==> src/hdl/utc_pkg.sv <==
// Package of register offsets, field positions, reset values and timing for the USART transmit control block.
package utc_pkg;
  // Register byte offsets on the APB bus.
  localparam logic [7:0] UTC_OFF_TSC = 8'h00;
  localparam logic [7:0] UTC_OFF_RSC = 8'h04;
  localparam logic [7:0] UTC_OFF_BAUD = 8'h08;
  localparam logic [7:0] UTC_OFF_TXDATA = 8'h0C;
  localparam logic [7:0] UTC_OFF_RXDATA = 8'h10;
  localparam logic [7:0] UTC_OFF_PORTDIR = 8'h14;
  localparam logic [7:0] UTC_OFF_STATUS = 8'h18;

  // Field positions in transmit_status_control.
  localparam int UTC_TSC_CLKSRC = 7;
  localparam int UTC_TSC_NINE = 6;
  localparam int UTC_TSC_TRANSMITTER_ENABLE = 5;
  localparam int UTC_TSC_SYNC = 4;
  localparam int UTC_TSC_HISPD = 2;
  localparam int UTC_TSC_TRMT = 1;
  localparam int UTC_TSC_NINTH = 0;
  localparam logic [7:0] UTC_TSC_WMASK = 8'hF5;

  // Field positions in receive_status_control.
  localparam int UTC_RSC_SERIAL_PORT_ENABLE = 7;
  localparam int UTC_RSC_RXNINE = 6;
  localparam int UTC_RSC_SINGLE_RECEIVE_ENABLE = 5;
  localparam int UTC_RSC_CONTINUOUS_RECEIVE_ENABLE = 4;
  localparam int UTC_RSC_RXNINTH = 0;
  localparam logic [7:0] UTC_RSC_WMASK = 8'hF0;

  // Field positions in port_direction_bits and in the status register.
  localparam int UTC_DIR_TXCK = 6;
  localparam int UTC_DIR_RXDT = 7;
  localparam int UTC_ST_HOLD_EMPTY = 0;
  localparam int UTC_ST_RX_FULL = 1;

  // Values after reset.
  localparam logic [7:0] UTC_TSC_RESET = 8'h00;
  localparam logic [7:0] UTC_RSC_RESET = 8'h00;
  localparam logic [7:0] UTC_BAUD_RESET = 8'h00;
  localparam logic [7:0] UTC_DIR_RESET = 8'hC0;

  // Baud ticks per serial bit, as last tick index, the tick from which the sync master clock is high, and the last data bit index.
  localparam logic [5:0] UTC_LAST_SYNC = 6'h03;
  localparam logic [5:0] UTC_LAST_ASYNC_HI = 6'h0F;
  localparam logic [5:0] UTC_LAST_ASYNC_LO = 6'h3F;
  localparam logic [5:0] UTC_SCLK_HIGH_FROM = 6'h02;
  localparam logic [3:0] UTC_LAST_BIT8 = 4'h7;
  localparam logic [3:0] UTC_LAST_BIT9 = 4'h8;

  // Transmit and receive sequencer states.
  typedef enum logic [1:0] {
    UTC_TX_IDLE = 2'b00,
    UTC_TX_START = 2'b01,
    UTC_TX_BITS = 2'b10,
    UTC_TX_STOP = 2'b11
  } utc_tx_state_t;

  typedef enum logic [1:0] {
    UTC_RX_IDLE = 2'b00,
    UTC_RX_START = 2'b01,
    UTC_RX_BITS = 2'b10,
    UTC_RX_STOP = 2'b11
  } utc_rx_state_t;
endpackage

==> src/hdl/utc_baud_gen.sv <==
// Baud generator: free running 8-bit divider that emits a one-cycle tick.
`timescale 1ns/1ps
module utc_baud_gen
  import utc_pkg::*;
(
  input wire logic sys_clk,
  input wire logic rst,
  input wire logic [7:0] divisor,
  input wire logic restart,
  output logic tick
);
  logic [7:0] count_reg;

  // Count down from the divisor; a restart clears the timer so a new rate takes hold at once.
  always_ff @(posedge sys_clk) begin
    if (rst || restart) begin
      count_reg <= 8'h00;
      tick <= 1'b0;
    end else if (count_reg == 8'h00) begin
      count_reg <= divisor;
      tick <= 1'b1;
    end else begin
      count_reg <= count_reg - 8'h01;
      tick <= 1'b0;
    end
  end
endmodule // utc_baud_gen

==> src/hdl/utc_top.sv <==
// USART with APB registers, asynchronous and synchronous master/slave transmit and receive.
`timescale 1ns/1ps
module utc_top
  import utc_pkg::*;
(
  input wire logic sys_clk,
  input wire logic rst,
  input wire logic psel,
  input wire logic penable,
  input wire logic pwrite,
  input wire logic [7:0] paddr,
  input wire logic [31:0] pwdata,
  output logic [31:0] prdata,
  output logic pready,
  output logic pslverr,
  input wire logic txck_in,
  output logic txck_out,
  output logic txck_oe,
  input wire logic rxdt_in,
  output logic rxdt_out,
  output logic rxdt_oe
);
  // Last tick index of one serial bit for the current mode.
  function automatic logic [5:0] bit_last(input logic sync, input logic hispd);
    if (sync) begin
      bit_last = UTC_LAST_SYNC;
    end else if (hispd) begin
      bit_last = UTC_LAST_ASYNC_HI;
    end else begin
      bit_last = UTC_LAST_ASYNC_LO;
    end
  endfunction

  logic [7:0] tsc_reg;
  logic [7:0] rsc_reg;
  logic [7:0] baud_reg;
  logic [7:0] dir_reg;
  logic [8:0] hold_reg;
  logic hold_full_reg;
  logic [8:0] rxbuf_reg;
  logic rx_full_reg;
  logic [8:0] tsr_reg;
  logic [8:0] rsr_reg;
  logic [5:0] tx_tcnt_reg;
  logic [5:0] rx_tcnt_reg;
  logic [3:0] tx_bitn_reg;
  logic [3:0] rx_bitn_reg;
  utc_tx_state_t tx_state_reg;
  utc_rx_state_t rx_state_reg;
  logic ck_sync1, ck_sync2, ck_sync3, ck_lvl_reg;
  logic dt_sync1, dt_sync2, dt_sync3, dt_lvl_reg;
  logic tick;

  // Decoded control fields.
  logic serial_port_enable, sync, master, nine, transmitter_enable, rx_nine, rx_on;
  assign serial_port_enable = rsc_reg[UTC_RSC_SERIAL_PORT_ENABLE];
  assign sync = tsc_reg[UTC_TSC_SYNC];
  assign master = tsc_reg[UTC_TSC_CLKSRC];
  assign nine = tsc_reg[UTC_TSC_NINE];
  assign transmitter_enable = tsc_reg[UTC_TSC_TRANSMITTER_ENABLE];
  assign rx_nine = rsc_reg[UTC_RSC_RXNINE];
  // Asynchronous reception follows only the continuous enable; synchronous takes either.
  assign rx_on = serial_port_enable && (rsc_reg[UTC_RSC_CONTINUOUS_RECEIVE_ENABLE] || (sync && rsc_reg[UTC_RSC_SINGLE_RECEIVE_ENABLE]));

  // APB decode; writes and reads complete at the edge where pready is high.
  logic acc, wr_ok, rd_ok, mapped;
  assign acc = psel && penable && pready;
  assign wr_ok = acc && pwrite && !pslverr;
  assign rd_ok = acc && !pwrite && !pslverr;
  assign mapped = (paddr == UTC_OFF_TSC) || (paddr == UTC_OFF_RSC) || (paddr == UTC_OFF_BAUD) ||
                  (paddr == UTC_OFF_TXDATA) || (paddr == UTC_OFF_RXDATA) ||
                  (paddr == UTC_OFF_PORTDIR) || (paddr == UTC_OFF_STATUS);

  utc_baud_gen u_baud (
    .sys_clk(sys_clk),
    .rst(rst),
    .divisor(baud_reg),
    .restart(wr_ok && paddr == UTC_OFF_BAUD),
    .tick(tick)
  );

  // Pin synchronisers; a level counts only once the second and third stages agree.
  always_ff @(posedge sys_clk) begin
    if (rst) begin
      {ck_sync1, ck_sync2, ck_sync3, ck_lvl_reg} <= 4'h0;
      {dt_sync1, dt_sync2, dt_sync3, dt_lvl_reg} <= 4'hF;
    end else begin
      ck_sync1 <= txck_in;
      ck_sync2 <= ck_sync1;
      ck_sync3 <= ck_sync2;
      dt_sync1 <= rxdt_in;
      dt_sync2 <= dt_sync1;
      dt_sync3 <= dt_sync2;
      if (ck_sync2 == ck_sync3) begin
        ck_lvl_reg <= ck_sync3;
      end
      if (dt_sync2 == dt_sync3) begin
        dt_lvl_reg <= dt_sync3;
      end
    end
  end

  logic ck_rise, ck_fall, dt_fall;
  assign ck_rise = (ck_sync2 == ck_sync3) && ck_sync3 && !ck_lvl_reg;
  assign ck_fall = (ck_sync2 == ck_sync3) && !ck_sync3 && ck_lvl_reg;
  // The data line is judged alone; gating it by the clock pin would lose start bits in full duplex.
  assign dt_fall = (dt_sync2 == dt_sync3) && !dt_sync3 && dt_lvl_reg;

  // Bit-time strobes: baud ticks for async and master, external clock edges for slave.
  logic tx_adv, rx_mid, rx_smp, tx_abort, tx_load;
  logic [5:0] last;
  assign last = bit_last(sync, tsc_reg[UTC_TSC_HISPD]);
  assign tx_adv = (sync && !master) ? ck_fall : (tick && tx_tcnt_reg == last);
  assign rx_mid = tick && rx_tcnt_reg == (last >> 1);
  assign rx_smp = (sync && !master) ? ck_rise : (tick && rx_tcnt_reg == last);
  // Synchronous receive wins over transmit since the data line is shared.
  assign tx_abort = !serial_port_enable || !transmitter_enable || (sync && rx_on);
  assign tx_load = !tx_abort && hold_full_reg && tx_state_reg == UTC_TX_IDLE;

  // Control registers; a software write to the receive enables beats the hardware clear.
  logic rx_done, rx_single_end;
  logic [8:0] rsr_shift;
  always_ff @(posedge sys_clk) begin
    if (rst) begin
      tsc_reg <= UTC_TSC_RESET;
      rsc_reg <= UTC_RSC_RESET;
      baud_reg <= UTC_BAUD_RESET;
      dir_reg <= UTC_DIR_RESET;
    end else begin
      // The clear comes first so that a write to the receive control register in the same cycle overrides it.
      if (rx_single_end) begin
        rsc_reg[UTC_RSC_SINGLE_RECEIVE_ENABLE] <= 1'b0;
      end
      if (wr_ok) begin
        case (paddr)
          UTC_OFF_TSC: tsc_reg <= pwdata[7:0] & UTC_TSC_WMASK;
          UTC_OFF_RSC: rsc_reg <= pwdata[7:0] & UTC_RSC_WMASK;
          UTC_OFF_BAUD: baud_reg <= pwdata[7:0];
          UTC_OFF_PORTDIR: dir_reg <= pwdata[7:0];
          default: tsc_reg <= tsc_reg;
        endcase
      end
    end
  end

  // Transmit holding word; the ninth bit is latched with the data. Writes while full are dropped.
  always_ff @(posedge sys_clk) begin
    if (rst) begin
      hold_reg <= 9'h000;
      hold_full_reg <= 1'b0;
    end else if (wr_ok && paddr == UTC_OFF_TXDATA && !hold_full_reg) begin
      hold_reg <= {tsc_reg[UTC_TSC_NINTH], pwdata[7:0]};
      hold_full_reg <= 1'b1;
    end else if (tx_load) begin
      hold_full_reg <= 1'b0;
    end
  end

  // Transmit sequencer: data LSB first, optional ninth bit, with start and stop bits in async only.
  always_ff @(posedge sys_clk) begin
    if (rst) begin
      tx_state_reg <= UTC_TX_IDLE;
      tsr_reg <= 9'h1FF;
      tx_tcnt_reg <= 6'h00;
      tx_bitn_reg <= 4'h0;
    end else if (tx_abort) begin
      tx_state_reg <= UTC_TX_IDLE;
      tsr_reg <= 9'h1FF;
    end else begin
      if (tick) begin
        tx_tcnt_reg <= (tx_tcnt_reg == last) ? 6'h00 : tx_tcnt_reg + 6'h01;
      end
      case (tx_state_reg)
        UTC_TX_IDLE: begin
          if (tx_load) begin
            tsr_reg <= hold_reg;
            tx_tcnt_reg <= 6'h00;
            tx_bitn_reg <= 4'h0;
            tx_state_reg <= sync ? UTC_TX_BITS : UTC_TX_START;
          end
        end
        UTC_TX_START: begin
          if (tx_adv) begin
            tx_state_reg <= UTC_TX_BITS;
          end
        end
        UTC_TX_BITS: begin
          if (tx_adv) begin
            tsr_reg <= {1'b1, tsr_reg[8:1]};
            tx_bitn_reg <= tx_bitn_reg + 4'h1;
            if (tx_bitn_reg == (nine ? UTC_LAST_BIT9 : UTC_LAST_BIT8)) begin
              tx_state_reg <= sync ? UTC_TX_IDLE : UTC_TX_STOP;
            end
          end
        end
        UTC_TX_STOP: begin
          if (tx_adv) begin
            tx_state_reg <= UTC_TX_IDLE;
          end
        end
        default: tx_state_reg <= UTC_TX_IDLE;
      endcase
    end
  end

  // Receive sequencer; in async it runs beside the transmitter on its own line.
  assign rsr_shift = {dt_lvl_reg, rsr_reg[8:1]};
  assign rx_done = (rx_state_reg == UTC_RX_STOP && rx_smp) ||
                   (sync && rx_state_reg == UTC_RX_BITS && rx_smp &&
                    rx_bitn_reg == (rx_nine ? UTC_LAST_BIT9 : UTC_LAST_BIT8));
  assign rx_single_end = rx_done && sync && !rsc_reg[UTC_RSC_CONTINUOUS_RECEIVE_ENABLE];

  always_ff @(posedge sys_clk) begin
    if (rst) begin
      rx_state_reg <= UTC_RX_IDLE;
      rsr_reg <= 9'h000;
      rx_tcnt_reg <= 6'h00;
      rx_bitn_reg <= 4'h0;
    end else if (!rx_on) begin
      rx_state_reg <= UTC_RX_IDLE;
    end else begin
      if (tick) begin
        rx_tcnt_reg <= (rx_tcnt_reg == last) ? 6'h00 : rx_tcnt_reg + 6'h01;
      end
      case (rx_state_reg)
        UTC_RX_IDLE: begin
          rx_tcnt_reg <= 6'h00;
          rx_bitn_reg <= 4'h0;
          if (sync ? (tx_state_reg == UTC_TX_IDLE) : dt_fall) begin
            rx_state_reg <= sync ? UTC_RX_BITS : UTC_RX_START;
          end
        end
        UTC_RX_START: begin
          if (rx_mid) begin
            rx_tcnt_reg <= 6'h00;
            rx_state_reg <= dt_lvl_reg ? UTC_RX_IDLE : UTC_RX_BITS;
          end
        end
        UTC_RX_BITS: begin
          if (rx_smp) begin
            rsr_reg <= rsr_shift;
            rx_bitn_reg <= rx_bitn_reg + 4'h1;
            if (rx_bitn_reg == (rx_nine ? UTC_LAST_BIT9 : UTC_LAST_BIT8)) begin
              rx_state_reg <= sync ? UTC_RX_IDLE : UTC_RX_STOP;
            end
          end
        end
        UTC_RX_STOP: begin
          if (rx_smp) begin
            rx_state_reg <= UTC_RX_IDLE;
          end
        end
        default: rx_state_reg <= UTC_RX_IDLE;
      endcase
    end
  end

  // Receive buffer; a new word arriving during a read of the buffer keeps the full flag set.
  logic [8:0] rx_word;
  always_comb begin
    if (sync) begin
      rx_word = rx_nine ? rsr_shift : {1'b0, rsr_shift[8:1]};
    end else begin
      rx_word = rx_nine ? rsr_reg : {1'b0, rsr_reg[8:1]};
    end
  end

  always_ff @(posedge sys_clk) begin
    if (rst) begin
      rxbuf_reg <= 9'h000;
      rx_full_reg <= 1'b0;
    end else if (rx_done) begin
      rxbuf_reg <= rx_word;
      rx_full_reg <= 1'b1;
    end else if (rd_ok && paddr == UTC_OFF_RXDATA) begin
      rx_full_reg <= 1'b0;
    end
  end

  // APB answer: one wait state, then pready with registered data and error.
  logic [31:0] rd_mux;
  always_comb begin
    case (paddr)
      UTC_OFF_TSC: rd_mux = {24'h0000_00, tsc_reg[7:2], (tx_state_reg == UTC_TX_IDLE), tsc_reg[0]};
      UTC_OFF_RSC: rd_mux = {24'h0000_00, rsc_reg[7:1], rxbuf_reg[8]};
      UTC_OFF_BAUD: rd_mux = {24'h0000_00, baud_reg};
      UTC_OFF_RXDATA: rd_mux = {23'h00_0000, rxbuf_reg};
      UTC_OFF_PORTDIR: rd_mux = {24'h0000_00, dir_reg};
      UTC_OFF_STATUS: rd_mux = {30'h0000_0000, rx_full_reg, !hold_full_reg};
      default: rd_mux = 32'h0000_0000;
    endcase
  end

  always_ff @(posedge sys_clk) begin
    if (rst) begin
      pready <= 1'b0;
      pslverr <= 1'b0;
      prdata <= 32'h0000_0000;
    end else if (psel && penable && !pready) begin
      pready <= 1'b1;
      pslverr <= !mapped;
      prdata <= pwrite ? 32'h0000_0000 : rd_mux;
    end else begin
      pready <= 1'b0;
      pslverr <= 1'b0;
    end
  end

  // Pin drive, registered. The clock/transmit pin follows its direction bit except as a sync slave; in sync mode the
  // data pin is driven only while a frame is being shifted out.
  logic sclk, tx_line;
  assign sclk = sync && master &&
                ((tx_state_reg == UTC_TX_BITS && tx_tcnt_reg >= UTC_SCLK_HIGH_FROM) ||
                 (rx_state_reg == UTC_RX_BITS && rx_tcnt_reg >= UTC_SCLK_HIGH_FROM));
  assign tx_line = (tx_state_reg == UTC_TX_START) ? 1'b0 :
                   (tx_state_reg == UTC_TX_BITS) ? tsr_reg[0] : 1'b1;

  always_ff @(posedge sys_clk) begin
    if (rst) begin
      txck_out <= 1'b1;
      txck_oe <= 1'b0;
      rxdt_out <= 1'b1;
      rxdt_oe <= 1'b0;
    end else begin
      txck_out <= sync ? sclk : tx_line;
      txck_oe <= serial_port_enable && !dir_reg[UTC_DIR_TXCK] && (!sync || master);
      rxdt_out <= tx_line;
      rxdt_oe <= serial_port_enable && sync && tx_state_reg == UTC_TX_BITS;
    end
  end
endmodule // utc_top

==> config.mk <==
export PLATFORM = sky130hd
export DESIGN_NAME = utc_top
export DESIGN_NICKNAME = d
export VERILOG_FILES = /design/src/hdl/utc_pkg.sv /design/src/hdl/utc_baud_gen.sv /design/src/hdl/utc_top.sv
export SDC_FILE = /design/constraint.sdc
export NUM_CORES = 1
export LEC_CHECK = 0
export ABC_AREA = 1
export BUFFER_PORTS_ARGS = -buffer_cell sky130_fd_sc_hd__buf_2
export CAP_MARGIN = 20
export CORE_MARGIN = 1
export CORE_UTILIZATION = 55
export DETAILED_ROUTE_END_ITERATION = 16
export GPL_TIMING_DRIVEN = 1
export PLACE_DENSITY_LB_ADDON = 0.3
export SYNTH_ARGS = -nofsm -noshare
export SYNTH_HDL_FRONTEND = slang
export SYNTH_SLANG_ARGS = --single-unit
==> constraint.sdc <==
create_clock -name sys_clk -period 2.9 [get_ports sys_clk]
set_input_delay 0.145 -clock sys_clk [delete_from_list [all_inputs] [get_ports sys_clk]]
set_output_delay 0.145 -clock sys_clk [all_outputs]
set_load 0.05 [all_outputs]
Yosys cells after proc, flatten, opt, wreduce, memory -nomap -nowiden --
Index checks and enable logic that the tools add are counted. Widths: inputs -> output; s select.
Word-level totals: register bits 143, output and inout port bits 38, word-level logic and storage cells 218, bits of input ports 47
Operators by class: eq/ne operators 29, $lt $le $gt $ge 2, add/subtract/negate cells 5, bitwise logic cells 3, reductions and logical operators 89, muxes and demuxes 56
Operators with widths (number):
- $mux 6 | 11
- $pmux 9 s6 | 1
- $mux 9 | 5
- $logic_and 1x1->1 | 40
- $mux 32 | 1
- $mux 2 | 13
- $eq 8x5->1 const B | 3
- $mux 4 | 5
- $ne 2x2->1 const B | 9
- $pmux 9 s2 | 1
- $eq 8x4->1 const B | 2
- $logic_not 8->1 | 2
- $pmux 2 s4 | 2
- $pmux 4 s2 | 2
- $logic_not 1->1 | 15
- $logic_or 1x1->1 | 13
- $mux 1 | 13
- $add 6x1->6 const B | 2
- $eq 6x6->1 | 2
- $ge 6x2->1 const B | 2
- $pmux 6 s2 | 1
- $reduce_and 5->1 | 2
- $reduce_and 3->1 | 3
- $add 4x1->4 const B | 2
- 15 further kinds | 32

Logic depth before layout (Yosys ltp) --
word-level depth 13, depth in mapped cells 12

Hierarchy --
Synthesis repeated with hierarchy kept, for this count alone.
Second synthesis, totals: cell total of the unflattened synthesis 853, area total of the unflattened synthesis 6012.0 um^2
Modules (own cells, without submodules):
- utc_top | seq. area each 2222.1 um^2, cells each 779, times used 1, area each 5495.3 um^2
- utc_baud_gen | seq. area each 180.2 um^2, cells each 74, times used 1, area each 516.7 um^2

Worst setup path before layout --
Ideal clock, no wire load.
path kind reg2reg, start register pready, end register hold_reg[8], data arrival time 1715 ps, setup slack 1107 ps, stages on the path, launching flop included 8, setup time 78 ps, data required time 2822 ps, period minus slack after synthesis 1793 ps, cell sequence dfxtp_1 > nand3_1 > nor3_2 > nand3_1 > nor3_2 > buf_4 > nor2_1 > nor3_1
Between the ends: cells in the longest elaborated chain, start to end 5
RTL lines:
- start, declared | line utc_top.sv:14 | output logic pready,
- start signal, assigned | line utc_top.sv:296 | pready <= 1'b0;
- start signal, assigned | line utc_top.sv:300 | pready <= 1'b1;
- start signal, assigned | line utc_top.sv:304 | pready <= 1'b0;
- $logic_and 1x1->1 | line utc_top.sv:67 | assign acc = psel && penable && pready;
- $logic_and 1x1->1 (2 in series) | line utc_top.sv:68 | assign wr_ok = acc && pwrite && !pslverr;
- $logic_and 1x1->1 (2 in series) | line utc_top.sv:151 | end else if (wr_ok && paddr == UTC_OFF_TXDATA && !hold_full_reg) begin
- end signal, assigned | line utc_top.sv:152 | hold_reg <= {tsc_reg[UTC_TSC_NINTH], pwdata[7:0]};
- end, declared | line utc_top.sv:38 | logic [8:0] hold_reg;
No other way between the ends. A chain may end at the register's enable or synchronous reset.

Worst setup path after layout --
start register u_baud.tick, end register rx_tcnt_reg[3]
Between the ends: cells in the longest elaborated chain, start to end 3, elaborated cells on any way between the ends 4, those cells by class 3 x mux; 1 x reduce/logical
RTL lines:
- start, declared | line utc_baud_gen.sv:10 | output logic tick
- start signal, assigned | line utc_baud_gen.sv:18 | tick <= 1'b0;
- start signal, assigned | line utc_baud_gen.sv:21 | tick <= 1'b1;
- start signal, assigned | line utc_baud_gen.sv:24 | tick <= 1'b0;
- $mux 6 or $logic_and 1x1->1 (tied branches) | line utc_top.sv:222, utc_top.sv:114
- $mux 6 | line utc_top.sv:234 | if (rx_mid) begin
- $pmux 6 s2 (*) | line utc_top.sv:225 | case (rx_state_reg)
- end signal, assigned | line utc_top.sv:223 | rx_tcnt_reg <= (rx_tcnt_reg == last) ? 6'h00 : rx_tcnt_reg + 6'h01;
- end, declared | line utc_top.sv:45 | logic [5:0] rx_tcnt_reg;
Mark *: on every way between the ends. The rest lies on a longest branch, timed or not.

==> impl_metrics.csv <==
group,metric,value,unit
clock_tree,numCtsBuffers,17,
routing,drt-pass1-iter-count,5,
synthesis,yosysSeqAreaShare,40.5,%
routing,drcViolationCount,0,
critical_path,crit_arrival,2.44,ns
global_route,grt_max_degree,40,
hold_path,hold_path.class,"input port to flip-flop",
placement,port_buffers,37,
timing,hold_violations,0,
power,leakage,0.00290,uW
critical_path,start_kind,"flip-flop",
critical_path,crit_path_frequent_cell,"nor2_1",
critical_path,r2r-end,"rx_tcnt_reg[3]",
critical_path,crit_chain,"nand2_1 > nor2_1 > o211ai_1 > nor2_1 > nor2_1 > nor2_1 > nor2_1 > o21ai_0 > nor3_1",
synthesis,yosysWarnings,0,
synthesis,synthArstFlopShare,0,%
layout,n_antenna_cell,0,
timing,setup_viol,0,
timing,worst_slew_pin_slew,0.928,ns
floorplan,die_w,106,um
layout,syn_to_final_growth,15.6,%
placement,post-dp-hpwl,10100,um
clock_tree,cts_tree,"yes",
timing,fin_skew,0.00747,ns
layout,fin_nets,954,
synthesis,synth_edf_count,0,
placement,routabilityCongestion,0.938,
clock_tree,cts_setup_buffers,0,
synthesis,yosysUniqueCellTypes,43,
routing,ant_nets,0,
global_route,grt_overflow,0,
synthesis,synth_area,0.00593,mm2
status,status,"completed",
global_route,grt_usage,27.2,%
clock_tree,cts_buffer_depth,2,
synthesis,ys_seq_elements,120,
clock_tree,insertion_delay,0.52,ns
layout,fin_util,66.1,%
job,maxCapViolations,0,
synthesis,synth.avg_cell_area,7.01,um2
critical_path,crit_slowest_cell,"dfxtp_1",
routing,dr.max_layer_used,"met4",
timing,period_share,70.7,%
timing,drv_slew,0,
critical_path,r2r_setup_slack,0.85,ns
global_route,grt_pass1_wl,24300,um
timing,max-slew-margin-rel,37.8,%
critical_path,endpoint_kind,"flip-flop",
clock_tree,htree_levels,4,
critical_path,worstSetupPathType,"flip-flop to flip-flop",
timing,period_needed,2.05,ns
routing,wl_per_cell,14.0,um
timing,max_freq,488,MHz
floorplan,die-area,0.0112,mm2
critical_path,reg2reg_from,"u_baud.tick",
placement,dp_cells,1000,
layout,layout-drive-gt1-share,11.3,%
floorplan,ios,85,
synthesis,syn-instance-count,846,
timing,rsz0062_at_grt,"no",
hold_path,hold_path_end,"hold_full_reg",
clock_tree,clockRootBuffer,"clkbuf_8",
placement,placed_area,0.00614,mm2
routing,vias,5772,
global_route,grt_antenna_before_repair,0,
routing,drt-total-wl,14600,um
routing,drtIter0Drc,422,
floorplan,initial_utilization,57.2,%
clock_tree,clock_sinks,120,
clock_tree,clkTransAtPathRegs,0.06,ns
routing,met2RoutedLength,6910,um
layout,layout.cells.non_filler,1045,
layout,final_area,0.00685,mm2
critical_path,cp.required,3.29,ns
timing,tns,0,ns
hold_path,hold_start,"paddr[3]",
routing,dr_wl_met3,857,um
critical_path,r2r_cells,9,
global_route,grt_pass1_vias,5244,
floorplan,core,0.0104,mm2
timing,whs,0.0467,ns
synthesis,synth_ff_type,"dfxtp_1",
floorplan,num_rows,37,
routing,drt-vias-per-instance,5.52,
critical_path,crit_path_max_fanout,12,
hold_path,hold_path_depth,3,
power,ir_drop,0.330,mV
layout,final_common_cell,"nand2_1",
power,powerDensity,619,mW/mm2
floorplan,dieHeight,106,um
layout,final_cell_mix,"172 x nand2_1, 120 x dfxtp_1, 97 x a21oi_1",
routing,wl_met1,6510,um
critical_path,max_stage_delay,0.61,ns
-- synth_stat cells (all sizes together) (3+ instances only) --
master / number / area (um2)
o21ai: 84 / 420
nand4: 6 / 52.6
nand3: 49 / 258
nor4: 5 / 31.3
a211oi: 3 / 22.5
buf: 33 / 228
ha: 11 / 138
o211ai: 10 / 75.1
or2: 5 / 31.3
inv: 101 / 379
nor2: 88 / 363
nor3: 16 / 100
clkbuf: 16 / 60.1
a31oi: 3 / 18.8
a21oi: 97 / 485
o22ai: 3 / 18.8
xnor2: 3 / 26.3
dfxtp: 120 / 2400
nand2: 176 / 681
xor2: 5 / 43.8
-- layer usage --
layer | vias up | GRT usage [%]
met5 | - | 0
met4 | 0 | 10.6
met3 | 37 | 6.18
met2 | 210 | 45.5
met1 | 2684 | 33.8
li1 | 2841 | -
-- cells by family (layout without fill, tap and decap cells) --
family | count (synthesis) | in the layout | share of synthesized area [%]
and+or+nand+nor | 347 | 347 | 25.8
AOI/OAI and AO/OA | 209 | 209 | 18.8
buffers and inverters | 150 | 191 | 11.2
DFF | 120 | 120 | 40.5
adders and majority gates | 11 | 11 | 2.32
xor gates and xnor gates | 8 | 8 | 1.18
other | 1 | 23 | 0.0633
-- cell type report --
type,instances,area [um2]
Fill cell,882,3520
Multi-Input combinational cell,598,2940
Sequential cell,120,2400
Clock buffer,21,459
Inverter,101,379
Timing Repair Buffer,58,375
Tap cell,136,170
Clock inverter,11,123
-- worst max-delay path, delay by kind of cell (launching register included) --
family,cells,cell delay (ns)
and+or+nand+nor,7,0.86
DFF,1,0.61
AOI/OAI and AO/OA,2,0.47
-- worst max-delay path by stage --
stage	from	to	slack [ns]	depth (start not counted)
after floorplan	pready	hold_reg[8]	1.11	7
after global placement	tsc_reg[4]	rx_tcnt_reg[3]	0.98	10
after detailed placement	tsc_reg[4]	rx_bitn_reg[1]	0.91	11
after CTS	tsc_reg[4]	rx_bitn_reg[1]	0.91	11
after global routing	u_baud.tick	rx_tcnt_reg[2]	0.69	9
final	u_baud.tick	rx_tcnt_reg[3]	0.85	9
-- report_power, final --
| part | switching (uW) | total (uW) | internal, uW |
|---|---|---|---|
| clock | 747 | 2030 | 1290 |
| sequential | 43.9 | 1750 | 1700 |
| combinational | 306 | 460 | 153 |
-- per-stage QoR --
stage               setup WS [ns]  power [uW]
floorplan                    1.11        2140
global placement            0.982        2190
detailed placement          0.912        2210
CTS                         0.913        4250
global route                0.688        4400
finish                      0.849        4240
-- what timing repair did --
action | 4_1_cts | 5_1_grt
hold endpoints to repair | 37 | 0
hold buffers | 13 | 0
resized for setup | 0 | 0
setup endpoints to repair | 0 | 0
Power figures use the tool's default switching activity.
